### config.mk
export PLATFORM = sky130hd
export DESIGN_NAME = oms_mode_selector
export DESIGN_NICKNAME = d
export VERILOG_FILES = /design/src/design/oms_pkg.sv /design/src/design/oms_mode_selector.sv
export SDC_FILE = /design/constraint.sdc
export NUM_CORES = 1
export LEC_CHECK = 0
export ABC_AREA = 1
export BUFFER_PORTS_ARGS = -buffer_cell sky130_fd_sc_hd__buf_2
export CORE_MARGIN = 2
export CORE_UTILIZATION = 30
export DETAILED_ROUTE_END_ITERATION = 16
export PLACE_DENSITY = 0.53
export SLEW_MARGIN = 20
export SYNTH_ARGS = -nofsm -noshare
export SYNTH_HDL_FRONTEND = slang
export SYNTH_SLANG_ARGS = --single-unit
### constraint.sdc
create_clock -name i_mclk -period 2 [get_ports i_mclk]
set_input_delay 0.4 -clock i_mclk [delete_from_list [all_inputs] [get_ports i_mclk]]
set_output_delay 0.4 -clock i_mclk [all_outputs]
set_load 0.01 [all_outputs]
### src/design/oms_pkg.sv
// Operation
// - startup selection accepts codes 0, 1 and 10; default is 0
// - initial mode comes from mode selection and startup selection at reset
// - same initial-mode choice applies on return from power failure
// - start 0 / mode 0: external start, switching among three only stopped
// - outside start 10, panel to network or back must pass through external mode
// - mode 1: panel mode, every switch request refused
// - start 0 / mode 2: external start, external/network only, no panel
// - mode 3 or 4: combined mode, all switching refused
// - start 0 / mode 6: external start, switching allowed while running
// - start 0 / mode 7 with output stop active: external start, switching allowed only stopped
// - mode 7 with output stop inactive: forced external, switching refused
// - start 1: network start for 0, 2, 6 and 7 with stop active
// - start 10 / mode 0: network start, panel/network switching only
// - start 10 / mode 2: network start, all changes refused
// - start 10 / mode 6 runs switching; mode 7 acts as start 0
// - start 10: panel key or switch input toggles panel/network
// - both settings writable in every mode despite write protection
// - startup selection writable only while extended display select is 0
// - net/panel input on selects panel, off selects network, if allowed
// - precedence: mode sel, stop, net/ext, net/panel, ext/panel, startup
package oms_pkg;

  typedef enum logic [1:0] {
    OMS_EXT,
    OMS_PANEL,
    OMS_NET,
    OMS_COMBINED
  } oms_mode_t;

  // settings write port carrier
  typedef struct packed {
    logic       mode_we;
    logic [3:0] mode_val;
    logic       start_we;
    logic [3:0] start_val;
  } oms_wr_t;

  localparam logic [3:0] OMS_MODE_RST  = 4'h0;
  localparam logic [3:0] OMS_START_RST = 4'h0;
  localparam logic [3:0] OMS_START_NET = 4'h1;
  localparam logic [3:0] OMS_START_PNS = 4'ha;
  localparam logic [3:0] OMS_SEL_0 = 4'h0;
  localparam logic [3:0] OMS_SEL_1 = 4'h1;
  localparam logic [3:0] OMS_SEL_2 = 4'h2;
  localparam logic [3:0] OMS_SEL_3 = 4'h3;
  localparam logic [3:0] OMS_SEL_4 = 4'h4;
  localparam logic [3:0] OMS_SEL_6 = 4'h6;
  localparam logic [3:0] OMS_SEL_7 = 4'h7;

endpackage

### src/design/oms_mode_selector.sv
`timescale 1ns/1ps
module oms_mode_selector (
  input  wire logic             i_mclk,
  input  wire logic             i_nrst,
  input  wire oms_pkg::oms_wr_t i_wr,
  input  wire logic             i_ext_display_zero,
  input  wire logic             i_power_restore,
  input  wire logic             i_output_stop_input,
  input  wire logic             i_net_external_switch_input,
  input  wire logic             i_net_panel_switch_input,
  input  wire logic             i_external_panel_switch_input,
  input  wire logic             i_panel_key,
  input  wire logic             i_req_valid,
  input  wire oms_pkg::oms_mode_t i_req_mode,
  input  wire logic             i_running,
  output oms_pkg::oms_mode_t    o_mode,
  output logic [3:0]            o_mode_sel,
  output logic [3:0]            o_start_sel,
  output logic                  o_refused
);
  import oms_pkg::*;

  logic [3:0] mode_sel;
  logic [3:0] start_sel;
  oms_mode_t  mode;
  logic       refused;
  // switch input levels, high bit first: net/ext, net/panel, ext/panel
  logic [2:0] sw_lvl;
  // the same levels one clock earlier; a difference is a move request
  logic [2:0] sw_q;
  logic       net_panel_q;
  logic       net_ext_q;
  logic       ext_panel_q;
  logic       started;
  oms_mode_t  next_mode;
  logic       next_refused;

  // initial mode from the two settings and the stop input
  function automatic oms_mode_t init_mode(input logic [3:0] ms,
                                          input logic [3:0] ss,
                                          input logic       stp);
    oms_mode_t m;
    m = OMS_EXT;
    if (ms == OMS_SEL_1)
      m = OMS_PANEL;
    else if (ms == OMS_SEL_3 || ms == OMS_SEL_4)
      m = OMS_COMBINED;
    else if (ms == OMS_SEL_7 && !stp)
      m = OMS_EXT;
    else if (ss == OMS_START_NET)
      m = OMS_NET;
    else if (ss == OMS_START_PNS && ms != OMS_SEL_7)
      m = OMS_NET;
    return m;
  endfunction

  // legal range check for a startup code
  function automatic logic start_ok(input logic [3:0] v);
    return v == OMS_START_RST || v == OMS_START_NET ||
           v == OMS_START_PNS;
  endfunction

  function automatic logic mode_ok(input logic [3:0] v);
    return v <= OMS_SEL_4 || v == OMS_SEL_6 || v == OMS_SEL_7;
  endfunction

  // settings ignore write protection; startup code gated by display select
  always_ff @(posedge i_mclk)
  begin
    if (!i_nrst)
      mode_sel <= OMS_MODE_RST;
    else if (i_wr.mode_we && mode_ok(i_wr.mode_val))
      mode_sel <= i_wr.mode_val;
  end

  always_ff @(posedge i_mclk)
  begin
    if (!i_nrst)
      start_sel <= OMS_START_RST;
    else if (i_wr.start_we && i_ext_display_zero &&
             start_ok(i_wr.start_val))
      start_sel <= i_wr.start_val;
  end

  // switching decision; order of the checks gives the precedence
  always_comb
  begin
    logic pns;
    logic can_sw;
    oms_mode_t want;
    logic has_req;
    pns = (start_sel == OMS_START_PNS) && (mode_sel != OMS_SEL_7);
    can_sw = !i_running || mode_sel == OMS_SEL_6;
    want = mode;
    has_req = 1'b0;
    next_mode = mode;
    next_refused = 1'b0;
    // edge-free panel key acts as a toggle request
    if (pns && i_panel_key)
    begin
      has_req = 1'b1;
      want = (mode == OMS_PANEL) ? OMS_NET : OMS_PANEL;
    end
    else if (pns && i_net_panel_switch_input != net_panel_q)
    begin
      has_req = 1'b1;
      want = i_net_panel_switch_input ? OMS_PANEL : OMS_NET;
    end
    // the net/ext input acts under startup codes 0 and 1, and under 10 with mode 7
    else if (!pns && i_net_external_switch_input != net_ext_q)
    begin
      has_req = 1'b1;
      want = i_net_external_switch_input ? OMS_NET : OMS_EXT;
    end
    // ext/panel input ranks below the other two switch inputs
    else if (!pns && i_external_panel_switch_input != ext_panel_q)
    begin
      has_req = 1'b1;
      want = i_external_panel_switch_input ? OMS_EXT : OMS_PANEL;
    end
    // host requests lose to the panel key and to every switch input that acts in the same cycle
    else if (i_req_valid)
    begin
      has_req = 1'b1;
      want = i_req_mode;
    end
    if (mode_sel == OMS_SEL_1 || mode_sel == OMS_SEL_3 ||
        mode_sel == OMS_SEL_4)
    begin
      next_refused = has_req;
    end
    else if (mode_sel == OMS_SEL_7 && !i_output_stop_input)
    begin
      next_mode = OMS_EXT;
      next_refused = has_req && want != OMS_EXT;
    end
    else if (has_req && want != mode)
    begin
      if (!can_sw || want == OMS_COMBINED)
        next_refused = 1'b1;
      else if (pns)
      begin
        if (mode_sel == OMS_SEL_2 || want == OMS_EXT)
          next_refused = 1'b1;
        else
          next_mode = want;
      end
      else if (mode_sel == OMS_SEL_2 && want == OMS_PANEL)
        next_refused = 1'b1;
      else if (mode != OMS_EXT && want != OMS_EXT)
        next_refused = 1'b1;
      else
        next_mode = want;
    end
  end

  // mode register loads the initial mode on the first edge after reset and on power restore
  always_ff @(posedge i_mclk)
  begin
    if (!i_nrst)
    begin
      mode <= OMS_EXT;
      started <= 1'b0;
    end
    else if (!started || i_power_restore)
    begin
      mode <= init_mode(mode_sel, start_sel, i_output_stop_input);
      started <= 1'b1;
    end
    else
      mode <= next_mode;
  end

  // switch inputs gathered so one loop can keep their previous levels
  assign sw_lvl = {i_net_external_switch_input,
                   i_net_panel_switch_input,
                   i_external_panel_switch_input};

  // previous level of each switch input, so only changes request a move;
  // a level held across reset is not taken as a change because the
  // first edge after release loads the initial mode instead
  genvar gi;
  generate
    for (gi = 0; gi < 3; gi++)
    begin : g_sw_hist
      always_ff @(posedge i_mclk)
      begin
        if (!i_nrst)
          sw_q[gi] <= 1'b0;
        else
          sw_q[gi] <= sw_lvl[gi];
      end
    end
  endgenerate

  // named views of the history bits for the decision logic
  assign net_ext_q   = sw_q[2];
  assign net_panel_q = sw_q[1];
  assign ext_panel_q = sw_q[0];

  always_ff @(posedge i_mclk)
  begin
    if (!i_nrst)
      refused <= 1'b0;
    else
      refused <= started && !i_power_restore && next_refused;
  end

  assign o_mode = mode;
  assign o_mode_sel = mode_sel;
  assign o_start_sel = start_sel;
  assign o_refused = refused;

endmodule // oms_mode_selector

======== Word-level counts from Yosys, hierarchy flattened ========
Index checks and enable logic that the tools add are counted.
storage, ports and cells
  output and inout bits ................... 11
  bits in registers ....................... 15
  logic and storage cells ................. 108
operators by class
  eq/ne operators ......................... 25
  reduce and logical (&&, ||, !) cells .... 38
  order comparisons ....................... 1
  muxes and demuxes ....................... 36
operators by type and width
  operator                                                                          count
  2-bit 2-to-1 mux                                                                  22
  4-bit by 3-bit equality test with 1-bit output, second input constant             5
  1-bit logical AND                                                                 15
  1-bit 2-to-1 mux                                                                  14
  4-bit by 1-bit equality test with 1-bit output, second input constant             3
  1-bit logical OR                                                                  11
  4-bit by 2-bit equality test with 1-bit output, second input constant             2
  4-bit equality test, second input constant                                        2
  4-bit by 1-bit != test with 1-bit output, second input constant                   2
  1-bit logical NOT                                                                 6
  6-bit AND reduction                                                               1
  2-bit by 1-bit equality test with 1-bit output, second input constant             2
  4-bit by 3-bit less-or-equal comparator with 1-bit output, second input constant  1
  4-bit logical NOT                                                                 1
  4-bit by 3-bit != test with 1-bit output, second input constant                   1
  4-bit != test, second input constant                                              1
  2-bit nonzero test                                                                2
  1-bit != test                                                                     3
  3-bit by 1-bit != test with 1-bit output, second input constant                   1
  3-bit nonzero test                                                                1
  2-bit equality test, second input constant                                        1
  2-bit logical NOT                                                                 1
  2-bit by 1-bit != test with 1-bit output, second input constant                   1
  2-bit != test                                                                     1

======== Logic depth before layout (Yosys ltp) ========
Gate-level depths: netlist of the first run.
  depth in word-level cells ............... 18
  gate-level depth with buffers ........... 19

======== Worst setup path before layout of the first run ========
OpenSTA, ideal clock, no wires.
  path type ............................... reg2reg
  from .................................... reg start_sel[1] (netlist: o_start_sel[1])
  to ...................................... reg mode[0] (netlist: o_mode[0])
  arrival time ............................ 1,614 ps
  library setup time ...................... 115 ps
  path slack .............................. 271 ps
  clock period less this slack ............ 1,729 ps
  cell stages (with the launch flop) ...... 18
  cells stage by stage .................... dfxtp_1 nand2_1 nor2_4 nand2_8 inv_4 nand2_2 nand2_1 nand2_2 nand2_2 inv_2 nand2_1 nand2_1 inv_1 nand2_2 nand2_2 nand2_2 a21oi_1 nor2_1
on the way
  word-level cells in the longest chain between the ends .. 16
  elaborated cells between the ends (all ways) .. 45
  classes of those cells .................. eq/ne: 9; mux: 21; reduce/logical: 15
RTL lines
  item                    line                                                text
  start, declared         oms_mode_selector.sv:24                             logic [3:0] start_sel;
  start signal, assigned  oms_mode_selector.sv:82                             start_sel <= i_wr.start_val;
  4-bit equality test     oms_mode_selector.sv:92                             pns = (start_sel == OMS_START_PNS) && (mode_sel != OMS_SEL_7);
  1-bit logical AND       oms_mode_selector.sv:92
  1-bit logical NOT       oms_mode_selector.sv:110, oms_mode_selector.sv:116
  1-bit logical AND       oms_mode_selector.sv:116                            else if (!pns && i_external_panel_switch_input != ext_panel_q)
  2-bit 2-to-1 mux        oms_mode_selector.sv:116
  2-bit 2-to-1 mux        oms_mode_selector.sv:110                            else if (!pns && i_net_external_switch_input != net_ext_q)
  2-bit 2-to-1 mux        oms_mode_selector.sv:104                            else if (pns && i_net_panel_switch_input != net_panel_q)
  2-bit 2-to-1 mux        oms_mode_selector.sv:99                             if (pns && i_panel_key)
  2-bit 2-to-1 mux        oms_mode_selector.sv:150                            else if (mode != OMS_EXT && want != OMS_EXT)
  2-bit 2-to-1 mux        oms_mode_selector.sv:148                            else if (mode_sel == OMS_SEL_2 && want == OMS_PANEL)
  2-bit 2-to-1 mux        oms_mode_selector.sv:141                            else if (pns)
  2-bit 2-to-1 mux        oms_mode_selector.sv:139                            if (!can_sw || want == OMS_COMBINED)
  2-bit 2-to-1 mux        oms_mode_selector.sv:137                            else if (has_req && want != mode)
  2-bit 2-to-1 mux        oms_mode_selector.sv:132                            else if (mode_sel == OMS_SEL_7 && !i_output_stop_input)
  2-bit 2-to-1 mux        oms_mode_selector.sv:127                            if (mode_sel == OMS_SEL_1 || mode_sel == OMS_SEL_3 ||
  2-bit 2-to-1 mux        oms_mode_selector.sv:165                            else if (!started || i_power_restore)
  end signal, assigned    oms_mode_selector.sv:167                            mode <= init_mode(mode_sel, start_sel, i_output_stop_input);
  end signal, assigned    oms_mode_selector.sv:171                            mode <= next_mode;
  end, declared           oms_mode_selector.sv:25                             oms_mode_t mode;
Several ways; a longest one is shown, not always the timed one. The select of a mux whose other input is x is not followed.
A chain may end at the register's enable or synchronous reset.

======== Worst setup path in the final report of the first run ========
  from .................................... reg start_sel[2] (netlist: o_start_sel[2])
  to ...................................... reg mode[0] (netlist: o_mode[0])
Same word-level chain as after synthesis.

==> qor.csv, run 1 <==
stage,metric,value,unit
yosys,yosysTopAreaCell,dfxtp_1,
detailed_routing,vias,1155,
power_and_ir_drop,p_sw_share,31.8,%
critical_path,r2r_cells,16,
yosys,syn_area,0.00112,mm2
detailed_routing,vias_per_cell,4.39,
final_layout,drive_gt1_share,34.4,%
power_and_ir_drop,peakVddDrop,444,uV
critical_path,worstPathMaxFanout,9,
grt,grt_usage,12.7,%
sta,hold_viol,0,
detailed_routing,drc,0,
sta,fin_tns_setup,0,ns
sta,fin_skew,0.00292,ns
grt,antenna_found_initial,0,
clock_tree,cts_setup_buffers,0,
power_and_ir_drop,seqPwrFrac,40.3,%
floorplanning,start_util,31.0,%
critical_path,crit_chain,inv_2 -> nand2_1 -> nor2_4 -> nand2_8 -> nor2_4 -> nand3_1 -> nand3_1 -> nand2_1 -> nand2_1 -> inv_1 -> nand2_2 -> nand2_2 -> nand2_2 -> nand3_1 -> nand2_1 -> nor2_1,
floorplanning,core_area,0.00363,mm2
yosys,postSynthAreaPerCell,6.39,um2
placed_design,dp_hpwl,2110,um
clock_tree,cts_tree,done,
detailed_routing,wirelength,2540,um
detailed_routing,first_iter_violations,42,
detailed_routing,postRouteAntennaNets,0,
run,cap_violations,0,
power_and_ir_drop,finalPower,814,uW
clock_tree,cts.clk_slew.worst_paths,0.06,ns
critical_path,crit_type,reg -> reg,
detailed_routing,avgRoutedWirePerCell,9.64,um
power_and_ir_drop,net-switching-power,259,uW
grt,grt_pass1_vias,1073,
clock_tree,htreeDepth,1,
power_and_ir_drop,combPwrFrac,28.9,%
final_layout,syn_to_final_growth,25.7,%
sta,period_share,90.5,%
sta,setup_viol_count_final,0,
placed_design,place_ws,0.183,ns
yosys,yosysSeqAreaShare,26.7,%
clock_tree,cts_sinks,15,
placed_design,port_buffers,33,
yosys,synth_area_leaders,"dfxtp_1 (27%), nand2_1 (12%), inv_1 (9.3%)",
floorplanning,io_pins,34,
yosys,yosysMostFrequentCell,nand2_1,
yosys,synth_common_cells,"nand2_1 (36), inv_1 (28), nand3_1 (16), nor2_1 (16), dfxtp_1 (15)",
clock_tree,clk_latency,0.25,ns
final_layout,fillerInstances,426,
critical_path,max_stage_delay,0.32,ns
grt,overflow,0,
yosys,synthFlopType,dfxtp_1,
power_and_ir_drop,p_int,555,uW
detailed_routing,drtPass1Iterations,4,
yosys,postSynthCellCount,176,
yosys,synthArstFlopShare,0,%
placed_design,gp_congestion,0.811,
final_layout,multi_input_area,674,um2
sta,max_slew_margin,77.6,%
min_path,hold_depth,3,
min_path,hold_path_class,in -> reg,
yosys,synth_seq_cells,15,
clock_tree,cts_buffer_depth,2,
critical_path,required,2.15,ns
power_and_ir_drop,p_leak,0.000775,uW
critical_path,cp_slowest_cell,dfxtp_1,
power_and_ir_drop,clkPwrFrac,30.8,%
clock_tree,cts_root_buffer,clkbuf_8,
yosys,postSynthNetCount,199,
grt,grt_max_degree,13,
outcome,status,"complete, no violations",
grt,grt_pass1_wl,4330,um
critical_path,crit_path_end_kind,flop,
power_and_ir_drop,power_per_cell_area,576,mW/mm2
critical_path,start_kind,flop,
yosys,yosys_warnings,0,
yosys,ys_types,28,
critical_path,cp_data_arrival_time,1.96,ns
sta,worst_slack,0.190,ns
floorplanning,die_area,0.00425,mm2
yosys,synth_edf_count,0,
floorplanning,num_rows,22,
sta,rsz0062_at_grt,no,
yosys,synth.top_cell.area_share,26.7,%
sta,fmax,553,MHz
final_layout,antenna_cells,0,
final_layout,seq_area,300,um2
sta,maxSlewViolCount,0,
floorplanning,fp.dieH,65.2,um
sta,period_minus_slack,1.81,ns
clock_tree,cts_buffers,3,
floorplanning,die_w,65.2,um
final_layout,final_nets,239,
sta,tightest_slew,0.334,ns
critical_path,cp_common_cell,nand2_1,
## sequential cells by signal, indices dropped and copies added, names as in the netlist
name         flops
ext_panel_q      1
net_ext_q        1
net_panel_q      1
o_mode           2
o_mode_sel       4
o_refused        1
o_start_sel      4
started          1
## kinds of logic (layout without fill, tap and decap cells)
| kind of cell | Yosys count | after routing | synth area share (%) |
|---|---|---|---|
| xor+xnor | 1 | 1 | 0.779 |
| simple gates | 95 | 95 | 44.5 |
| buf+inv | 38 | 77 | 13.3 |
| compound gates | 27 | 27 | 14.7 |
| flops | 15 | 15 | 26.7 |
## layout by cell type (no fill, tap or decap)
| cell | count |
|---|---|
| o21bai_2 | 1 |
| buf_2 | 33 |
| nor3b_1 | 1 |
| nand3_2 | 3 |
| nand3_1 | 16 |
| o21ai_0 | 9 |
| inv_1 | 26 |
| nand4_1 | 1 |
| or2_2 | 1 |
| inv_2 | 8 |
| nor3_1 | 4 |
| o2111a_1 | 1 |
| nor2_1 | 16 |
| nand2_2 | 8 |
| clkinv_2 | 1 |
| xor2_1 | 1 |
| nand2_1 | 36 |
| dfxtp_1 | 15 |
| inv_4 | 1 |
| a21oi_1 | 12 |
| o21ai_2 | 2 |
| nand2_4 | 3 |
| a21boi_2 | 1 |
| a311oi_1 | 1 |
| clkbuf_1 | 1 |
| clkbuf_8 | 3 |
| nor2_4 | 4 |
| nand2_8 | 1 |
| buf_4 | 4 |
| nor4_1 | 1 |
## layout make-up
cell class / instances / share of cell area [%]
clock buffers: 4 / 3.19
inverters: 36 / 9.82
multi-input cells: 123 / 47.7
flip-flops and latches: 15 / 21.2
well taps: 48 / 4.25
repair buffers: 37 / 13.8
## power by group through the flow
stage,Combinational [uW],Clock [uW],Sequential (uW)
after floorplan,149,0,344
after global placement,241,0,334
after detailed placement,237,0,335
after CTS,238,257,328
after global routing,267,271,330
final,236,251,328
## critical path, delay by kind of cell (launching register included)
kind | cells | cell delay [ns]
simple gates | 14 | 1.30
flops | 1 | 0.32
buf+inv | 2 | 0.10
## timing repair
| action | in CTS | in global routing |
|---|---|---|
| resized for setup | 0 | 2 |
| hold buffers | 0 | 0 |
| endpoints found under the setup margin | 0 | 2 |
## worst paths after layout
check / from / end / slack (ns)
worst min-delay path: i_net_panel_switch_input / net_panel_q$_SDFF_PN0_ / 0.36
worst max-delay path: o_start_sel[2]$_SDFFE_PN0P_ / o_mode[0]$_SDFFE_PN0P_ / 0.19
worst max register to register: o_start_sel[2]$_SDFFE_PN0P_ / o_mode[0]$_SDFFE_PN0P_ / 0.19
worst min register to register: o_start_sel[2]$_SDFFE_PN0P_ / o_start_sel[2]$_SDFFE_PN0P_ / 0.47
## per-stage QoR
| stage | util [%] | cell area (um2) | hold slack [ns] | cells |
|---|---|---|---|---|
| global placement | 37.7 | 1370 | 0.487 | 259 |
| detailed placement | 37.7 | 1370 | 0.492 | 259 |
| CTS | 38.9 | 1410 | 0.363 | 263 |
| finish | 38.9 | 1410 | 0.360 | 263 |
| floorplan | - | 1120 | 0.490 | 176 |
| global route | 38.9 | 1410 | 0.367 | 263 |
## layer usage
metal  up-vias  track usage (%)  share of wire, %
met2        32             21.2                46
met4         0             3.13              0.67
met5         -                0                 0
li1        635                -                 -
met3         2             3.08               6.7
met1       486             16.3                47
Power figures use the tool's default switching activity.
==> run 2, diff against run 1 <==
Settings changed: HOLD_SLACK_MARGIN from default to 0.1, PLACE_DENSITY 0.53 to 0.55.
Clock period 2 ns to 1.5 ns, I/O delays scaled along.
==> run 2 against run 1 <==
Effect of this change: the flow now finishes with violations (negative setup slack); combinational power up 56%; clock skew decreased by 0.0022 ns; final area up 14%; via count increased by 4.2%; critical path depth is 1 lower; register-to-register slack worse by 0.44 ns.
==> qor.csv, run 2 (synthesized netlist as in run 1, its figures left out) <==
stage,metric,value,unit,change
min_path,min_from,i_net_external_switch_input,,
critical_path,required,1.64,ns,-0.51 ns
detailed_routing,postRouteAntennaNets,0,,unchanged
critical_path,r2r_start,o_start_sel[3]$_SDFFE_PN0P_,,
sta,rsz0062_at_grt,yes,,
final_layout,final_cells,285,,+8.4%
grt,grt_pass1_vias,1120,,+4.4%
sta,fmax,573,MHz,+3.7%
detailed_routing,vias_per_cell,4.22,,-3.8%
power_and_ir_drop,net-switching-power,348,uW,+34%
sta,maxSlewViolCount,0,,unchanged
sta,hold_viol,0,,unchanged
clock_tree,clk_latency,0.24,ns,about the same
min_path,hold_path_class,in -> reg,,
sta,setup_viol_count_final,3,,+3
final_layout,multi_input_area,684,um2,+1.5%
sta,tightest_slew,0.308,ns,-0.0253 ns
clock_tree,cts.clk_slew.worst_paths,0.06,ns,about the same
floorplanning,core_area,0.00363,mm2,unchanged
outcome,violations,negative setup slack,,
critical_path,worstPathMaxFanout,8,,-1
sta,max_slew_margin,79.4,%,+1.9 points
final_layout,final_area,0.00161,mm2,+14%
critical_path,cp_slowest_cell,dfxtp_2,,
grt,grt_max_degree,13,,unchanged
clock_tree,cts_sinks,15,,unchanged
sta,worst_slack,-0.246,ns,-0.436 ns
clock_tree,hold_buffers,0,,unchanged
placed_design,dp_hpwl,2230,um,+5.7%
clock_tree,cts_tree,done,,
floorplanning,fp.dieH,65.2,um,unchanged
critical_path,max_stage_delay,0.33,ns,about the same
detailed_routing,vias,1204,,+4.2%
floorplanning,die_area,0.00425,mm2,unchanged
final_layout,final_nets,261,,+9.2%
detailed_routing,first_iter_violations,20,,-52%
detailed_routing,avgRoutedWirePerCell,9.38,um,-2.8%
final_layout,antenna_cells,0,,unchanged
power_and_ir_drop,clkPwrFrac,28.8,%,-2.0 points
sta,period_minus_slack,1.75,ns,-0.0637 ns
final_layout,final_core_util,44.4,%,+5.4 points
floorplanning,start_util,31.0,%,unchanged
final_layout,fillerInstances,416,,-2.3%
clock_tree,htreeDepth,1,,unchanged
sta,fin_tns_setup,-0.629,ns,-0.629 ns
power_and_ir_drop,p_int,778,uW,+40%
power_and_ir_drop,peakVddDrop,379,uV,-15%
final_layout,syn_to_final_growth,43.3,%,
critical_path,cp_top_family,simple AND/OR/NAND/NOR gates,,
placed_design,placed_cell_area,0.00156,mm2,+14%
critical_path,cp_data_arrival_time,1.89,ns,-0.07 ns
grt,grt_pass1_wl,4640,um,+7.2%
power_and_ir_drop,p_leak,0.000887,uW,+14%
detailed_routing,wirelength,2670,um,+5.4%
power_and_ir_drop,combPwrFrac,32.6,%,+3.7 points
grt,antenna_found_initial,0,,unchanged
floorplanning,io_pins,34,,unchanged
placed_design,dp.cells,281,,+8.5%
critical_path,crit_path_end_kind,flop,,
clock_tree,cts_root_buffer,clkbuf_8,,
floorplanning,num_rows,22,,unchanged
final_layout,seq_area,308,um2,+2.5%
critical_path,critPathLaunch,o_start_sel[3]$_SDFFE_PN0P_,,
grt,grt_usage,14.3,%,+1.7 points
outcome,status,finished with violations,,
sta,fin_skew,0.000755,ns,-0.00217 ns
final_layout,layout_commonest_cell,nand2_1,,
critical_path,crit_chain,nand2_1 -> nor2_4 -> nand2_8 -> nor2_4 -> inv_2 -> nand2_2 -> nand2_2 -> inv_2 -> nand3_2 -> nand3_2 -> nand2_2 -> nor2_4 -> nand3_1 -> nand2_1 -> nor2_1,,
detailed_routing,drc,0,,unchanged
power_and_ir_drop,seqPwrFrac,38.6,%,-1.7 points
detailed_routing,drtPass1Iterations,4,,unchanged
clock_tree,cts_buffers,3,,unchanged
run,cap_violations,0,,unchanged
critical_path,start_kind,flop,,
floorplanning,die_w,65.2,um,unchanged
placed_design,gp_congestion,0.856,,+5.5%
final_layout,final_cell_mix,"nand2_1 (35), buf_2 (33), inv_1 (26)",,
grt,overflow,0,,unchanged
power_and_ir_drop,p_sw_share,30.9,%,-0.90 points
final_layout,drive_gt1_share,44.3,%,+9.9 points
critical_path,crit_type,reg -> reg,,
power_and_ir_drop,power_per_cell_area,699,mW/mm2,+21%
critical_path,path_buf_inv,2,,unchanged
placed_design,port_buffers,33,,unchanged
clock_tree,cts_buffer_depth,2,,unchanged
sta,period_share,116,%,+26 points
==> run 2: cell types whose count changed in the layout (fill, tap and decap cells not counted), sizes merged <==
cell / before / now
buf: 37 / 59
==> run 2: final cells by class <==
class                      instances  share of cell area (%)
tap                               48                    3.73
timing repair buffer              59                    23.1
inverter                          36                    8.77
multi-input combinational        123                    42.5
clock buffer                       4                    2.80
sequential                        15                    19.1
==> run 2: metal layers <==
layer  GRT usage, %  part of all wire, %  up-vias
met3           2.91                  5.1        2
met4           7.03                  1.3        0
met2           23.3                   46       25
met5              0                    0        -
met1           17.9                   48      505
li1               -                    -      672
==> run 2: worst paths after layout <==
check | cells past startpoint | slack (ns) | endpoint
worst min register to register | 2 | 0.48 | o_mode_sel[2]$_SDFFE_PN0P_
worst max register to register | 15 | -0.25 | o_mode[1]$_SDFFE_PN0P_
worst max-delay path | 15 | -0.25 | o_mode[1]$_SDFFE_PN0P_
worst min-delay path | 3 | 0.26 | net_ext_q$_SDFF_PN0_
==> run 2: repair_timing <==
item,in CTS,in global routing
hold endpoints to repair,0,0
buffers inserted,0,0
pin swaps,2,0
endpoints found under the setup margin,3,3
resized for setup,2,1
==> run 2: worst reg2reg max path, cell delays in order (launching register included) <==
cell and delay [ns]:
dfxtp_2 0.33, nand2_1 0.08, nor2_4 0.18, nand2_8 0.10, nor2_4 0.10, inv_2 0.06
nand2_2 0.09, nand2_2 0.08, inv_2 0.07, nand3_2 0.10, nand3_2 0.09, nand2_2 0.06
nor2_4 0.13, nand3_1 0.09, nand2_1 0.06, nor2_1 0.04
==> run 2: metrics by stage <==
step / hold slack [ns] / setup slack [ns] / power (uW)
floorplan: 0.390 / -0.172 / 660
global placement: 0.475 / -0.241 / 809
detailed placement: 0.477 / -0.245 / 807
CTS: 0.260 / -0.256 / 1150
global route: 0.278 / -0.421 / 1230
finish: 0.265 / -0.246 / 1130
==> run 2: power groups by stage <==
stage                     combinational, uW  sequential (uW)  clock (uW)
after floorplan                         199              461           0
after global placement                  365              443           0
after detailed placement                363              444           0
after CTS                               370              435         347
after global routing                    415              438         375
final                                   367              435         324
==> run 3, diff against run 2 <==
Settings changed: SETUP_SLACK_MARGIN from default to 0.3.
==> run 3 against run 2 <==
Effect of this change: the run still ends with negative setup slack left; sequential share of layout area rose by 0.063 points; largest power group unchanged; setup slack unchanged; worst hold slack unchanged; final cell count unchanged; highest routed layer unchanged; largest cell class unchanged; count of clock-buffer cells in the layout is the same.
==> qor.csv, run 3 (synthesized netlist as in run 1, its figures left out) <==
stage,metric,value,unit,change
sta,fin_tns_setup,-0.629,ns,unchanged
detailed_routing,wirelength,2670,um,unchanged
final_layout,multi_input_area,684,um2,unchanged
final_layout,drive_gt1_share,44.7,%,+0.42 points
floorplanning,die_w,65.2,um,unchanged
final_layout,antenna_cells,0,,unchanged
outcome,violations,negative setup slack,,
final_layout,final_area,0.00161,mm2,about the same
sta,period_minus_slack,1.75,ns,unchanged
critical_path,worstPathMaxFanout,8,,unchanged
detailed_routing,drtPass1Iterations,4,,unchanged
grt,grt_usage,14.3,%,unchanged
clock_tree,cts_setup_buffers,0,,unchanged
floorplanning,core_area,0.00363,mm2,unchanged
sta,period_share,116,%,unchanged
clock_tree,cts_sinks,15,,unchanged
final_layout,final_nets,261,,unchanged
detailed_routing,vias_per_cell,4.22,,unchanged
critical_path,required,1.64,ns,about the same
critical_path,cp_slowest_cell,dfxtp_2,,
grt,grt_max_degree,13,,unchanged
critical_path,cp_data_arrival_time,1.89,ns,about the same
grt,grt_pass1_vias,1120,,unchanged
floorplanning,num_rows,22,,unchanged
detailed_routing,drc,0,,unchanged
critical_path,crit_path_end_kind,flop,,
detailed_routing,avgRoutedWirePerCell,9.38,um,unchanged
final_layout,fillerInstances,415,,-0.24%
power_and_ir_drop,peakVddDrop,379,uV,unchanged
placed_design,placed_cell_area,0.00156,mm2,unchanged
sta,hold_viol,0,,unchanged
power_and_ir_drop,power_per_cell_area,698,mW/mm2,about the same
grt,overflow,0,,unchanged
clock_tree,cts_root_buffer,clkbuf_8,,
floorplanning,io_pins,34,,unchanged
detailed_routing,postRouteAntennaNets,0,,unchanged
outcome,status,finished with violations,,
grt,antenna_found_initial,0,,unchanged
clock_tree,hold_buffers,0,,unchanged
clock_tree,cts_tree,done,,
critical_path,crit_type,reg -> reg,,
sta,setup_viol_count_final,3,,unchanged
sta,fin_skew,0.000755,ns,unchanged
clock_tree,htreeDepth,1,,unchanged
placed_design,gp_congestion,0.856,,unchanged
sta,max_slew_margin,79.4,%,unchanged
critical_path,max_stage_delay,0.33,ns,about the same
sta,worst_slack,-0.246,ns,unchanged
final_layout,final_core_util,44.4,%,about the same
run,cap_violations,0,,unchanged
clock_tree,clk_latency,0.24,ns,about the same
sta,rsz0062_at_grt,yes,,
clock_tree,cts_buffers,3,,unchanged
sta,maxSlewViolCount,0,,unchanged
detailed_routing,vias,1204,,unchanged
critical_path,crit_chain,nand2_1 -> nor2_4 -> nand2_8 -> nor2_4 -> inv_2 -> nand2_2 -> nand2_2 -> inv_2 -> nand3_2 -> nand3_2 -> nand2_2 -> nor2_4 -> nand3_1 -> nand2_1 -> nor2_1,,
final_layout,layout_commonest_cell,nand2_1,,
grt,grt_pass1_wl,4640,um,unchanged
detailed_routing,first_iter_violations,20,,unchanged
sta,finalHoldWorstSlack,0.265,ns,unchanged
final_layout,seq_area,309,um2,+0.41%
placed_design,place_ws,-0.245,ns,unchanged
floorplanning,fp.dieH,65.2,um,unchanged
final_layout,final_cell_mix,"nand2_1 (35), buf_2 (33), inv_1 (26)",,
power_and_ir_drop,p_leak,0.000888,uW,about the same
critical_path,start_kind,flop,,
clock_tree,cts.clk_slew.worst_paths,0.06,ns,about the same
placed_design,port_buffers,33,,unchanged
clock_tree,cts_buffer_depth,2,,unchanged
sta,tightest_slew,0.308,ns,unchanged
min_path,hold_path_class,in -> reg,,
final_layout,syn_to_final_growth,43.4,%,about the same
floorplanning,start_util,31.0,%,unchanged
sta,fmax,573,MHz,unchanged
placed_design,dp_hpwl,2230,um,unchanged
floorplanning,die_area,0.00425,mm2,unchanged
## run 3: cell count changes in the layout (fill, tap and decap cells not counted)
cell / change
dfxtp_1: -1
dfxtp_2: +1
## run 3: per-layer routing
metal | vias up | wire [um] | track usage (%)
met5 | - | 0 | 0
met2 | 25 | 1220 | 23.3
met4 | 0 | 36 | 7.03
li1 | 672 | - | -
met3 | 2 | 135 | 2.91
met1 | 505 | 1280 | 17.9
## run 3: final timing paths
kind	from	end	slack [ns]	cells past startpoint
worst max-delay path	o_start_sel[3]$_SDFFE_PN0P_	o_mode[1]$_SDFFE_PN0P_	-0.25	15
worst min-delay path	i_net_external_switch_input	net_ext_q$_SDFF_PN0_	0.26	3
worst max register to register	o_start_sel[3]$_SDFFE_PN0P_	o_mode[1]$_SDFFE_PN0P_	-0.25	15
worst min register to register	o_mode_sel[2]$_SDFFE_PN0P_	o_mode_sel[2]$_SDFFE_PN0P_	0.48	2
## run 3: area by class of cell
type,count,share of cell area [%]
multi-input cells,123,42.4
repair buffers,59,23.1
flip-flops and latches,15,19.2
inverters,36,8.77
well taps,48,3.72
clock buffers,4,2.79
## run 3: critical path: cells and delay by family (launching register included)
family	cells	cell delay, ns
simple gates	13	1.20
flops	1	0.33
buf+inv	2	0.13
## run 3: stage by stage
step,power (uW),cells
3_5_place_dp,807,281
2_1_floorplan,660,176
6_report,1130,285
3_3_place_gp,809,281
4_1_cts,1150,285
5_1_grt,1230,285
## run 3: timing repair
item / CTS / global route
gates resized for setup: 3 / 1
pin swaps: 2 / 0
endpoints found under the setup margin: 4 / 3
## run 3: report_power, final
part | leakage [uW] | switching (uW) | internal (uW) | total (uW)
Clock | 0.0000228 | 137 | 188 | 324
Sequential | 0.000127 | 11.3 | 423 | 435
Combinational | 0.000739 | 200 | 166 | 367
Total | 0.000888 | 348 | 778 | 1130
